--- src/design/reset_ctrl_pkg.sv ---
// Purpose: Shared constants and types of the reset and stop recovery block
// Assumes: ref_clk at 125 MHz doubles as the internal oscillator count base
// Notes: Offsets are byte addresses on the plain register port
package reset_ctrl_pkg;
	localparam int ADDR_W = 12;
	localparam int DATA_W = 8;
	localparam int CNT_W = 14;
	localparam int FILT_W = 4;

	localparam logic [ADDR_W-1:0] REG_RESET_CAUSE = 12'hFF0;
	localparam logic [ADDR_W-1:0] REG_DEBUG_CTRL = 12'hFE0;
	localparam logic [ADDR_W-1:0] REG_WAKE_EN = 12'hFE4;
	localparam logic [ADDR_W-1:0] REG_LOW_SUPPLY_CTRL = 12'hFE8;

	localparam int DBG_RST_BIT = 0;
	localparam int LSD_IRQ_EN_BIT = 0;
	localparam int CAUSE_LSB = 4;
	localparam int LSD_BIT = 0;

	localparam int CLK_PERIOD_NS = 8;
	localparam int OSC_STARTUP_NS = 4000;
	// Least time, so round up
	localparam int STARTUP_CYC =
		(OSC_STARTUP_NS + CLK_PERIOD_NS - 1) / CLK_PERIOD_NS;
	localparam int LAT_SHORT_CYC = 66;
	localparam int LAT_LONG_CYC = 5000;
	localparam int PIN_QUAL_CYC = 3;

	localparam logic [15:0] RESET_VECTOR_ADDR = 16'h0002;

	typedef struct packed {
		logic watchdog_reset_select_option;
		logic xtal_enable_option;
	} option_bits_type;

	typedef struct packed {
		logic por;
		logic stop_recovery;
		logic watchdog_cause_flag;
		logic external_cause_flag;
	} cause_type;

	localparam cause_type CAUSE_POR = 4'h8;
	localparam cause_type CAUSE_EXT = 4'h1;
	localparam cause_type CAUSE_WDT = 4'h2;
	localparam cause_type CAUSE_SMR_PIN = 4'h4;
	localparam cause_type CAUSE_SMR_WDT = 4'h6;

	typedef enum logic [4:0] {
		ST_RUN = 5'h01,
		ST_HOLD = 5'h02,
		ST_PIN_WAIT = 5'h04,
		ST_STOP = 5'h08,
		ST_RECOVER = 5'h10
	} state_type;
endpackage

--- src/design/reset_and_stop_recovery_ctrl.sv ---
// Purpose: Reset source gathering, reset pin indicator, stop mode recovery
// Assumes: Inputs synchronous to ref_clk except rst_pin_i, debug_pin_n, gpio
// Notes: Overview of operation below
//
// Our own choices: the address-and-strobe port and the register offsets.
`timescale 1ns/1ps
`default_nettype none
module reset_and_stop_recovery_ctrl #(
	parameter int LAT_LONG = reset_ctrl_pkg::LAT_LONG_CYC,
	parameter int WAKE_W = 8,
	parameter int STOP_PIN_MIN = 4,
	parameter int WAKE_MIN = 4
) (
	input wire logic ref_clk,
	input wire logic rstn,
	input wire logic ce,
	input wire logic [reset_ctrl_pkg::ADDR_W-1:0] addr,
	input wire logic [reset_ctrl_pkg::DATA_W-1:0] wdata,
	input wire logic wr_stb,
	input wire logic rd_stb,
	output logic [reset_ctrl_pkg::DATA_W-1:0] rdata,
	input wire reset_ctrl_pkg::option_bits_type options,
	input wire logic watchdog_timeout,
	input wire logic stop_enter,
	input wire logic irq_global_en,
	input wire logic power_event,
	input wire logic [WAKE_W-1:0] gpio_in,
	input wire logic rst_pin_i,
	output logic rst_pin_o,
	output logic rst_pin_oe,
	input wire logic port_drive_en,
	input wire logic debug_pin_n,
	input wire logic supply_low,
	input wire logic brownout_disable,
	output logic cpu_rst,
	output logic ctl_reg_rst,
	output logic stop_reinit,
	output logic ipo_force,
	output logic pc_load,
	output logic [15:0] reset_vector,
	output logic port_input_en,
	output logic in_stop,
	output logic wdt_irq,
	output logic low_supply_irq
);
	import reset_ctrl_pkg::*;

	function automatic logic hit(input logic [ADDR_W-1:0] a,
		input logic [ADDR_W-1:0] off);
		hit = (a == off);
	endfunction

	// Synchronisers; first stages feed only second stages
	logic pin_s1_ff, pin_s2_ff, dbg_s1_ff, dbg_s2_ff;
	logic [WAKE_W-1:0] gpio_s1_ff, gpio_s2_ff;

	always_ff @(posedge ref_clk or negedge rstn) begin
		if (!rstn) begin
			pin_s1_ff <= 1'b1;
			pin_s2_ff <= 1'b1;
			dbg_s1_ff <= 1'b1;
			dbg_s2_ff <= 1'b1;
			gpio_s1_ff <= '0;
			gpio_s2_ff <= '0;
		end else if (ce) begin
			pin_s1_ff <= rst_pin_i;
			pin_s2_ff <= pin_s1_ff;
			dbg_s1_ff <= debug_pin_n;
			dbg_s2_ff <= dbg_s1_ff;
			gpio_s1_ff <= gpio_in;
			gpio_s2_ff <= gpio_s1_ff;
		end
	end

	state_type st_ff, nxt_st;
	cause_type cause_ff, nxt_cause;
	logic [CNT_W-1:0] cnt_ff, nxt_cnt;
	logic [FILT_W-1:0] pin_cnt_ff, nxt_pin_cnt, wake_cnt_ff, nxt_wake_cnt;
	logic [WAKE_W-1:0] wake_snap_ff, nxt_wake_snap, wake_en_ff, nxt_wake_en;
	logic [1:0] blank_ff, nxt_blank;
	logic dbg_req_ff, nxt_dbg_req, lsd_en_ff, nxt_lsd_en;
	logic by_wdt_ff, nxt_by_wdt, irq_pend_ff, nxt_irq_pend;
	logic [DATA_W-1:0] rdata_ff, nxt_rdata;
	logic oe_ff, nxt_oe, cpu_rst_ff, nxt_cpu_rst, ctl_rst_ff, nxt_ctl_rst;
	logic reinit_ff, nxt_reinit, ipo_ff, nxt_ipo, pc_ff, nxt_pc;
	logic pie_ff, nxt_pie, stop_ff, nxt_stop, wirq_ff, nxt_wirq;
	logic lirq_ff, nxt_lirq;

	logic lsd_live, blank, pin_low, pin_qual, wake_diff, wake_fire;
	logic cnt_done, sys_rst, ext_rst;
	logic [FILT_W-1:0] pin_thr;
	logic [CNT_W-1:0] target;
	cause_type rst_row;

	// Detector shares circuitry with brown-out, so disable covers both
	assign lsd_live = supply_low & ~brownout_disable;
	// Own drive reads back low through the synchroniser; mask it
	assign blank = oe_ff | (|blank_ff);
	assign pin_low = ~pin_s2_ff & ~blank;
	// Stop mode uses the wider glitch filter
	assign pin_thr = (st_ff == ST_STOP) ? FILT_W'(STOP_PIN_MIN) :
		FILT_W'(PIN_QUAL_CYC);
	// Third consecutive synced low (fourth in stop): four-cycle pulse caught unless rst_pin_oe is set or was set in the last two cycles
	assign pin_qual = pin_low && (pin_cnt_ff >= pin_thr - FILT_W'(1));
	assign wake_diff = |((gpio_s2_ff ^ wake_snap_ff) & wake_en_ff);
	assign wake_fire = wake_diff &&
		(wake_cnt_ff >= FILT_W'(WAKE_MIN) - FILT_W'(1));
	assign target = CNT_W'(STARTUP_CYC) + (options.xtal_enable_option ?
		CNT_W'(LAT_LONG) : CNT_W'(LAT_SHORT_CYC));
	assign cnt_done = (cnt_ff == target - CNT_W'(1));

	always_comb begin
		sys_rst = 1'b0;
		ext_rst = 1'b0;
		rst_row = CAUSE_POR;
		if (power_event) begin
			sys_rst = 1'b1;
		end else if (st_ff == ST_RUN && dbg_req_ff) begin
			sys_rst = 1'b1;
		end else if (st_ff == ST_STOP && !dbg_s2_ff) begin
			sys_rst = 1'b1;
		end else if ((st_ff == ST_RUN || st_ff == ST_STOP) && pin_qual) begin
			sys_rst = 1'b1;
			ext_rst = 1'b1;
			rst_row = CAUSE_EXT;
		end else if (st_ff == ST_RUN && watchdog_timeout &&
			options.watchdog_reset_select_option) begin
			sys_rst = 1'b1;
			rst_row = CAUSE_WDT;
		end
	end

	always_comb begin
		nxt_st = st_ff;
		nxt_cause = cause_ff;
		nxt_cnt = cnt_ff;
		nxt_pin_cnt = pin_low ? ((pin_cnt_ff == '1) ? pin_cnt_ff :
			pin_cnt_ff + FILT_W'(1)) : '0;
		nxt_wake_cnt = '0;
		nxt_wake_snap = wake_snap_ff;
		nxt_wake_en = wake_en_ff;
		nxt_blank = {blank_ff[0], oe_ff};
		nxt_dbg_req = dbg_req_ff;
		nxt_lsd_en = lsd_en_ff;
		nxt_by_wdt = by_wdt_ff;
		nxt_irq_pend = irq_pend_ff;
		nxt_rdata = '0;
		nxt_ipo = 1'b0;
		nxt_pc = 1'b0;
		nxt_wirq = 1'b0;
		if (rd_stb) begin
			if (hit(addr, REG_RESET_CAUSE)) begin
				nxt_rdata = {cause_ff, 3'h0, lsd_live};
				nxt_cause = '0;
			end else if (hit(addr, REG_DEBUG_CTRL)) begin
				nxt_rdata[DBG_RST_BIT] = dbg_req_ff;
			end else if (hit(addr, REG_WAKE_EN)) begin
				nxt_rdata = DATA_W'(wake_en_ff);
			end else if (hit(addr, REG_LOW_SUPPLY_CTRL)) begin
				nxt_rdata[LSD_IRQ_EN_BIT] = lsd_en_ff;
			end
		end
		if (wr_stb) begin
			if (hit(addr, REG_DEBUG_CTRL)) begin
				nxt_dbg_req = wdata[DBG_RST_BIT];
			end else if (hit(addr, REG_WAKE_EN)) begin
				nxt_wake_en = WAKE_W'(wdata);
			end else if (hit(addr, REG_LOW_SUPPLY_CTRL)) begin
				nxt_lsd_en = wdata[LSD_IRQ_EN_BIT];
			end
		end
		if (sys_rst) begin
			nxt_st = ST_HOLD;
			nxt_cnt = '0;
			// Event row written after read clear: set wins
			nxt_cause = rst_row;
			nxt_wake_en = '0;
			nxt_lsd_en = 1'b0;
			nxt_irq_pend = 1'b0;
		end else begin
			case (st_ff)
			ST_RUN: begin
				if (watchdog_timeout &&
					!options.watchdog_reset_select_option) begin
					nxt_wirq = 1'b1;
				end else if (stop_enter) begin
					nxt_st = ST_STOP;
					nxt_wake_snap = gpio_s2_ff;
				end
			end
			ST_HOLD: begin
				nxt_dbg_req = 1'b0;
				nxt_cnt = cnt_ff + CNT_W'(1);
				if (cnt_done) begin
					nxt_st = ST_PIN_WAIT;
				end
			end
			ST_PIN_WAIT: begin
				// Held until the pin is released
				if (pin_s2_ff) begin
					nxt_st = ST_RUN;
					nxt_pc = 1'b1;
					nxt_ipo = 1'b1;
				end
			end
			ST_STOP: begin
				nxt_wake_cnt = wake_diff ? ((wake_cnt_ff == '1) ?
					wake_cnt_ff : wake_cnt_ff + FILT_W'(1)) : '0;
				if (watchdog_timeout) begin
					nxt_st = ST_RECOVER;
					nxt_cnt = '0;
					nxt_by_wdt = 1'b1;
					nxt_irq_pend = ~options.watchdog_reset_select_option;
				end else if (wake_fire) begin
					nxt_st = ST_RECOVER;
					nxt_cnt = '0;
					nxt_by_wdt = 1'b0;
				end
			end
			ST_RECOVER: begin
				nxt_cnt = cnt_ff + CNT_W'(1);
				if (cnt_done) begin
					nxt_st = ST_RUN;
					nxt_pc = 1'b1;
					nxt_ipo = 1'b1;
					nxt_cause = by_wdt_ff ? CAUSE_SMR_WDT :
						CAUSE_SMR_PIN;
					nxt_wirq = irq_pend_ff & irq_global_en;
					nxt_irq_pend = 1'b0;
				end
			end
			default: begin
				nxt_st = ST_HOLD;
				nxt_cnt = '0;
			end
			endcase
		end
		nxt_oe = (nxt_st == ST_HOLD) | port_drive_en;
		nxt_cpu_rst = (nxt_st == ST_HOLD) || (nxt_st == ST_PIN_WAIT) ||
			(nxt_st == ST_RECOVER);
		nxt_ctl_rst = (nxt_st == ST_HOLD) || (nxt_st == ST_PIN_WAIT);
		nxt_reinit = (nxt_st == ST_RECOVER);
		nxt_pie = (nxt_st == ST_RUN);
		nxt_stop = (nxt_st == ST_STOP);
		nxt_lirq = lsd_live & lsd_en_ff;
	end

	always_ff @(posedge ref_clk or negedge rstn) begin
		if (!rstn) begin
			st_ff <= ST_HOLD;
			cause_ff <= CAUSE_POR;
			cnt_ff <= '0;
			pin_cnt_ff <= '0;
			wake_cnt_ff <= '0;
			wake_snap_ff <= '0;
			wake_en_ff <= '0;
			blank_ff <= 2'h3;
			dbg_req_ff <= 1'b0;
			lsd_en_ff <= 1'b0;
			by_wdt_ff <= 1'b0;
			irq_pend_ff <= 1'b0;
			rdata_ff <= '0;
			oe_ff <= 1'b1;
			cpu_rst_ff <= 1'b1;
			ctl_rst_ff <= 1'b1;
			reinit_ff <= 1'b0;
			ipo_ff <= 1'b0;
			pc_ff <= 1'b0;
			pie_ff <= 1'b0;
			stop_ff <= 1'b0;
			wirq_ff <= 1'b0;
			lirq_ff <= 1'b0;
		end else if (ce) begin
			st_ff <= nxt_st;
			cause_ff <= nxt_cause;
			cnt_ff <= nxt_cnt;
			pin_cnt_ff <= nxt_pin_cnt;
			wake_cnt_ff <= nxt_wake_cnt;
			wake_snap_ff <= nxt_wake_snap;
			wake_en_ff <= nxt_wake_en;
			blank_ff <= nxt_blank;
			dbg_req_ff <= nxt_dbg_req;
			lsd_en_ff <= nxt_lsd_en;
			by_wdt_ff <= nxt_by_wdt;
			irq_pend_ff <= nxt_irq_pend;
			rdata_ff <= nxt_rdata;
			oe_ff <= nxt_oe;
			cpu_rst_ff <= nxt_cpu_rst;
			ctl_rst_ff <= nxt_ctl_rst;
			reinit_ff <= nxt_reinit;
			ipo_ff <= nxt_ipo;
			pc_ff <= nxt_pc;
			pie_ff <= nxt_pie;
			stop_ff <= nxt_stop;
			wirq_ff <= nxt_wirq;
			lirq_ff <= nxt_lirq;
		end
	end

	logic rst_out_ff;
	logic [15:0] vec_ff;
	always_ff @(posedge ref_clk or negedge rstn) begin
		if (!rstn) begin
			rst_out_ff <= 1'b0;
			vec_ff <= RESET_VECTOR_ADDR;
		end else if (ce) begin
			rst_out_ff <= 1'b0;
			vec_ff <= RESET_VECTOR_ADDR;
		end
	end

	assign rdata = rdata_ff;
	assign rst_pin_o = rst_out_ff;
	assign rst_pin_oe = oe_ff;
	assign cpu_rst = cpu_rst_ff;
	assign ctl_reg_rst = ctl_rst_ff;
	assign stop_reinit = reinit_ff;
	assign ipo_force = ipo_ff;
	assign pc_load = pc_ff;
	assign reset_vector = vec_ff;
	assign port_input_en = pie_ff;
	assign in_stop = stop_ff;
	assign wdt_irq = wirq_ff;
	assign low_supply_irq = lirq_ff;

	// Checks: length of reset hold, measured independently
	logic [CNT_W-1:0] chk_len_ff;
	always_ff @(posedge ref_clk or negedge rstn) begin
		if (!rstn) begin
			chk_len_ff <= '0;
		end else if (ce) begin
			if (st_ff != nxt_st || power_event) begin
				chk_len_ff <= '0;
			end else begin
				chk_len_ff <= chk_len_ff + CNT_W'(1);
			end
		end
	end
endmodule
`default_nettype wire

--- config.mk ---
export PLATFORM = sky130hd
export DESIGN_NAME = reset_and_stop_recovery_ctrl
export DESIGN_NICKNAME = d
export VERILOG_FILES = /design/src/design/reset_ctrl_pkg.sv /design/src/design/reset_and_stop_recovery_ctrl.sv
export SDC_FILE = /design/constraint.sdc
export NUM_CORES = 1
export LEC_CHECK = 0
export BUFFER_PORTS_ARGS = -buffer_cell sky130_fd_sc_hd__buf_4
export CAP_MARGIN = 20
export CORE_AREA = 5 5 118 92
export DETAILED_ROUTE_END_ITERATION = 8
export DIE_AREA = 0 0 123 97
export GPL_ROUTABILITY_DRIVEN = 0
export PLACE_DENSITY = 0.82
export SLEW_MARGIN = 20
export SYNTH_ARGS = -nofsm -noshare
export SYNTH_HDL_FRONTEND = slang
export SYNTH_SLANG_ARGS = --single-unit
--- constraint.sdc ---
create_clock -name ref_clk -period 2.9 [get_ports ref_clk]
set_input_delay 0.29 -clock ref_clk [delete_from_list [all_inputs] [get_ports ref_clk]]
set_output_delay 0.29 -clock ref_clk [all_outputs]
set_load 0.01 [all_outputs]
After elaboration in Yosys (flattened, before gate mapping)
Index checks and enable logic that the tools add are counted.
{ "op_classes": {"muxes": 71, "bitwise_logic": 14, "n_eq_ne": 25, "addsub": 6, "order_cmp": 2, "n_reduce_logical": 30} }
{ "op_table": {"columns": ["op", "count"], "rows": [
  ["$mux 4", 16],
  ["$eq 12x12->1 const B", 4],
  ["$mux 8", 6],
  ["$mux 14", 3],
  ["$pmux 14 s3", 1],
  ["$mux 5", 8],
  ["$mux 1", 28],
  ["$pmux 5 s5", 1],
  ["$add 14x1->14 const B", 1],
  ["$add 9x13->14 const A", 1],
  ["$eq 14x14->1", 1],
  ["$mux 7", 2],
  ["$sub 14x1->14 const B", 1],
  ["$mux 13", 1],
  ["$reduce_and 4->1", 3],
  ["$eq 5x1->1 const B", 2],
  ["$eq 5x2->1 const B", 2],
  ["$eq 5x3->1 const B", 2],
  ["$eq 5x4->1 const B", 2],
  ["$eq 5x5->1 const B", 2],
  ["$reduce_and 5->1", 2],
  ["$add 4x1->4 const B", 2],
  ["$and 8x8->8", 1],
  ["$eq 4x4->1 const B", 2],
  ["23 further kinds", 54]
]} }
{ "totals": {"word_cells": 179, "register_bits": 90, "input_bits": 44, "output_inout_bits": 35} }

Logic depth before layout (Yosys ltp)
{ "depth": {"word_depth": 14, "depth_mapped": 12, "depth_no_buf": 10} }

Worst setup path after synthesis
Ideal clock, no wire load.
{ "synth_path": {"kind": "flip-flop to flip-flop", "startpoint": "reg st_ff[1]", "endpoint": "reg wake_snap_ff[0]", "n_path_buf": 2, "setup_ns": 0.125, "required_ns": 2.775, "arrival_time_ns": 2.920, "synth_period_minus_slack_ns": 3.045, "stages_incl_launch_ff": 13, "path_slack_ns": -0.145, "cell_sequence": "dfstp_2 -> buf_4 -> nor2_1 -> nand3_4 -> inv_4 -> ha_1 -> nand2b_1 -> a211oi_1 -> o21bai_2 -> or3_4 -> or3_1 -> buf_6 -> mux2_4"} }
{ "synth_between": {"elab_chain_cells": 12, "word_cells_on_any_way": 19, "classes_between": "1 x add/sub; 1 x order compare; 2 x eq/ne; 6 x mux; 1 x bitwise; 8 x reduce/logical"} }
{ "synth_lines": {"columns": ["item", "line_no", "rtl"], "rows": [
  ["start, declared", "reset_and_stop_recovery_ctrl.sv:75", "state_type st_ff, nxt_st;"],
  ["start signal, assigned", "reset_and_stop_recovery_ctrl.sv:274", "st_ff <= nxt_st;"],
  ["$eq 5x4->1", "reset_and_stop_recovery_ctrl.sv:101, reset_and_stop_recovery_ctrl.sv:120, reset_and_stop_recovery_ctrl.sv:122", null],
  ["$mux 3", "reset_and_stop_recovery_ctrl.sv:101", "assign pin_thr = (st_ff == ST_STOP) ? FILT_W'(STOP_PIN_MIN) :"],
  ["$sub 3x1->4", "reset_and_stop_recovery_ctrl.sv:104", "assign pin_qual = pin_low && (pin_cnt_ff >= pin_thr - FILT_W'(1));"],
  ["$ge 4x4->1", "reset_and_stop_recovery_ctrl.sv:104", null],
  ["$logic_and 1x1->1", "reset_and_stop_recovery_ctrl.sv:104", null],
  ["$logic_and 1x1->1", "reset_and_stop_recovery_ctrl.sv:122", "end else if ((st_ff == ST_RUN || st_ff == ST_STOP) && pin_qual) begin"],
  ["$mux 1", "reset_and_stop_recovery_ctrl.sv:122", null],
  ["$mux 1", "reset_and_stop_recovery_ctrl.sv:120", "end else if (st_ff == ST_STOP && !dbg_s2_ff) begin"],
  ["$mux 1", "reset_and_stop_recovery_ctrl.sv:118", "end else if (st_ff == ST_RUN && dbg_req_ff) begin"],
  ["$mux 1", "reset_and_stop_recovery_ctrl.sv:116", "if (power_event) begin"],
  ["$not 1->1 (no source line)", null, null],
  ["$reduce_and 5->1 (no source line) *", null, null],
  ["end signal, assigned", "reset_and_stop_recovery_ctrl.sv:279", "wake_snap_ff <= nxt_wake_snap;"],
  ["end, declared", "reset_and_stop_recovery_ctrl.sv:79", "logic [WAKE_W-1:0] wake_snap_ff, nxt_wake_snap, wake_en_ff, nxt_wake_en;"]
]} }
Mark *: on every way between the ends. The rest lies on a longest branch, timed or not.
A chain may end at the register's enable or synchronous reset.

Worst setup path in the final report
{ "layout_path": {"startpoint": "reg st_ff[4]", "endpoint": "reg wake_snap_ff[4]"} }
The elaborated chain is that of the path after synthesis.

==> reports/metrics.cfg <==
[run_status]
status = complete, no violations

[final_layout]
instances_no_fill = 685
synthToLayoutAreaGrowth_pct = 20.01
final_nets = 596
n_antenna_cell = 0
final_common_cell = buf_4
fillers = 787
final_cell_mix = 80 x buf_4, 79 x dfrtp_1, 42 x nand2_1
layout-drive-gt1-share_pct = 26.94

[setup_path]
crit_path_max_fanout = 8
cp-endpoint = wake_snap_ff[4]
cp.buffers_inverters = 1
cp.required_ps = 3140
crit-reg2reg-launch = st_ff[4]
crit_path_end_kind = register
worstPathArrival_ps = 2990
crit_slowest_cell = or3_4
critical_path.cell_chain = nor2_4, nand3_4, inv_4, ha_1, nand2b_1, a211oi_2, o21bai_2, or3_4, or3_4, mux2_4
critPathKind = reg -> reg
reg2regPathDepth = 10
cp.depth = 10
cpLargestDelayFamily = simple AND/OR/NAND/NOR gates
crit_path_frequent_cell = or3_4
critical_path.startpoint = st_ff[4]
cpPeakStageDelay_ps = 460
r2r-end = wake_snap_ff[4]
rrSetupSlack_ps = 150
startpoint_type = register

[synth]
yosys.area_share.simple_pct = 16.26
synth_area_leaders = dfrtp_1 41%, dfstp_2 6.1%, mux2_2 5.0%, nand2_1 3.3%, o21ai_0 3.3%
synthXorXnorAreaFrac_pct = 2.206
synthMuxAreaShare_pct = 8.114
synth_top_family_by_area = compound AO/OA/AOI/OAI gates
synthesis.area_um2 = 4765
synth_warnings = 0
synth_ff_type = dfrtp_1
synth_cell_type_count = 65
synth_edf_count = 0
ys_async_sr_fraction_pct = 100.0
seq_area_frac_synth_pct = 47.56
netlist.area_leader.share_pct = 41.49
synth-compound-area-share_pct = 17.80
synthAdderAreaFrac_pct = 1.050
syn-instance-count = 478
synth_seq_cells = 90
yosysTopAreaCell = dfrtp_1
syn_area_per_cell_um2 = 9.968

[floorplanning]
chipHeight_um = 97
core_area_um2 = 9503
io_pins = 79
initial_core_util_pct = 50.14
die_w_um = 123
fp.dieArea_um2 = 11930
row_count = 31

[route]
dr.pass1.iters = 5
via_count = 3976
drt_wl_total_mm = 11.54
viasPerCell = 5.804
drt_iter0_drc = 395
wl_per_cell_um = 16.85
drc = 0
drtAntennaViolNets = 0

[hold_path]
min_path_type = in -> async

[power_and_ir_drop]
leakagePower_nw = 2.607
vdd_drop_max_uv = 348.3
pwr_density_cell_nw_per_um2 = 523.1

[global_routing]
antenna_found_initial = 0
grt_pass1_wl_mm = 18.98
grt_usage_pct = 19.91
grt_pass1_vias = 3725
grt-ovfl-total = 0
grt_max_degree = 91

[timing]
finalCritPeriodShare_pct = 94.81
max_freq_mhz = 363.7
period_minus_slack_ps = 2750
rsz0062_at_grt = false
setup_viol = 0
finalClockSkew_ps = 6.639
fin_tns_setup_ps = 0
maxSlewHeadroom_pct = 46.56
slew_viol_final = 0
worst_slew_pin_slew_ps = 801.6
timing_hold_violations_final = 0

[clock_network]
clockRootBuffer = clkbuf_16
clockBufferDepth = 2
clock_latency_ps = 350
cts_tree = done
h-tree-depth = 3
clock-sinks = 90
cts.clk_slew.worst_paths_ps = 70
cts_made_buffers = 9

[place]
port_buffers = 61
numPlacedInstances = 669
dp_hpwl_mm = 8.172

[flow_run]
cap_violations = 0

-- area by class of cell --
class | count | area (um2) | area share, %
sequential | 90 | 2266 | 39.63
multi-input combinational | 339 | 2246 | 39.28
timing repair buffer | 81 | 611.8 | 10.70
clock buffer | 9 | 225.2 | 3.939
tap | 132 | 165.2 | 2.888
inverter | 27 | 103.9 | 1.816
clock inverter | 7 | 100.1 | 1.751
-- routing by layer --
metal	vias to the layer above	track usage (%)	wire length (um)
met5	-	0	0
met4	0	7.149	212
met2	186	28.31	5053
li1	1851	-	-
met3	17	4.257	945
met1	1922	29.76	5332
-- state kept, by name (all words and copies together) (netlist names), 2 cells and up --
signal and cells:
wake_cnt_ff 4, gpio_s1_ff 8, rdata 8, wake_snap_ff 8, cnt_ff 14, blank_ff 2
pin_cnt_ff 4, wake_en_ff 8, cause_ff 4, gpio_s2_ff 8, st_ff 5
-- worst reg2reg max path: stages (launching register included) --
cell and delay (ps):
dfrtp_1 410, nor2_4 190, nand3_4 130, inv_4 70
ha_1 220, nand2b_1 170, a211oi_2 250, o21bai_2 90
or3_4 330, or3_4 460, mux2_4 330
-- power breakdown --
group	leakage [nW]	internal (mW)	switching [mW]
registers	1.17	1.33	0.0827
logic	1.27	0.130	0.164
clock network	0.160	0.763	0.521
-- worst min path at each step --
| stage | startpoint | end | slack [ps] | cells past startpoint |
|---|---|---|---|---|
| detailed placement | low_supply_irq | low_supply_irq | 470 | 1 |
| floorplan | rstn | by_wdt_ff | -6 | 0 |
| CTS | port_drive_en | rst_pin_oe | 150 | 2 |
| finish | rstn | rdata[3] | 4 | 1 |
| global placement | rdata[0] | rdata[0] | 470 | 2 |
| global route | rstn | rdata[5] | 70 | 1 |
-- through the flow --
step                cell area [um2]  util, %  worst slack (ps)  power [mW]  hold WS, ps
global route                   5718    60.17             1.858       3.109        70.17
CTS                            5714    60.13             149.2       3.006        154.5
detailed placement             5384    56.66            -2.707       1.724        474.9
global placement               5384    56.66             97.17       1.711        465.4
floorplan                      4833        -             9.028       1.602       -5.591
finish                         5718    60.17             150.5       2.991        4.444
-- logic make-up (layout without fill, tap and decap cells) --
family | Yosys count | after routing
muxes | 32 | 32
xor gates and xnor gates | 12 | 12
and+or+nand+nor | 151 | 151
other | 2 | 17
adders and majority gates | 4 | 4
buffers and inverters | 64 | 124
DFF | 90 | 90
AOI/OAI and AO/OA | 123 | 123
-- synthesized netlist by cell type (3+ instances only) --
cell and count:
dfrtp_1 79, nand2_1 42, o21ai_0 31, inv_1 26, nor2_1 24, a21oi_1 23, nand3_1 22, mux2_2 21
buf_4 19, nor3_1 15, clkbuf_1 13, xor2_1 12, dfstp_2 11, mux2_4 8, nand4_1 7, or3_1 7
a22o_1 6, a31oi_1 6, nand2b_1 6, o2bb2ai_1 6, a41oi_1 5, nor4_1 5, o211ai_1 5, o31ai_1 5
a211oi_1 4, a22oi_1 4, and3_1 4, buf_2 4, ha_1 4, a32oi_1 3, mux2i_1 3, nand4b_1 3
o21a_1 3
-- what timing repair did --
| action | CTS | global route |
|---|---|---|
| hold buffers | 0 | 0 |
| setup buffers | 0 | 0 |
| endpoints found under the setup margin | 4 | 0 |
| gates resized for setup | 1 | 0 |
Note: power is estimated with default switching activity, not from simulation.
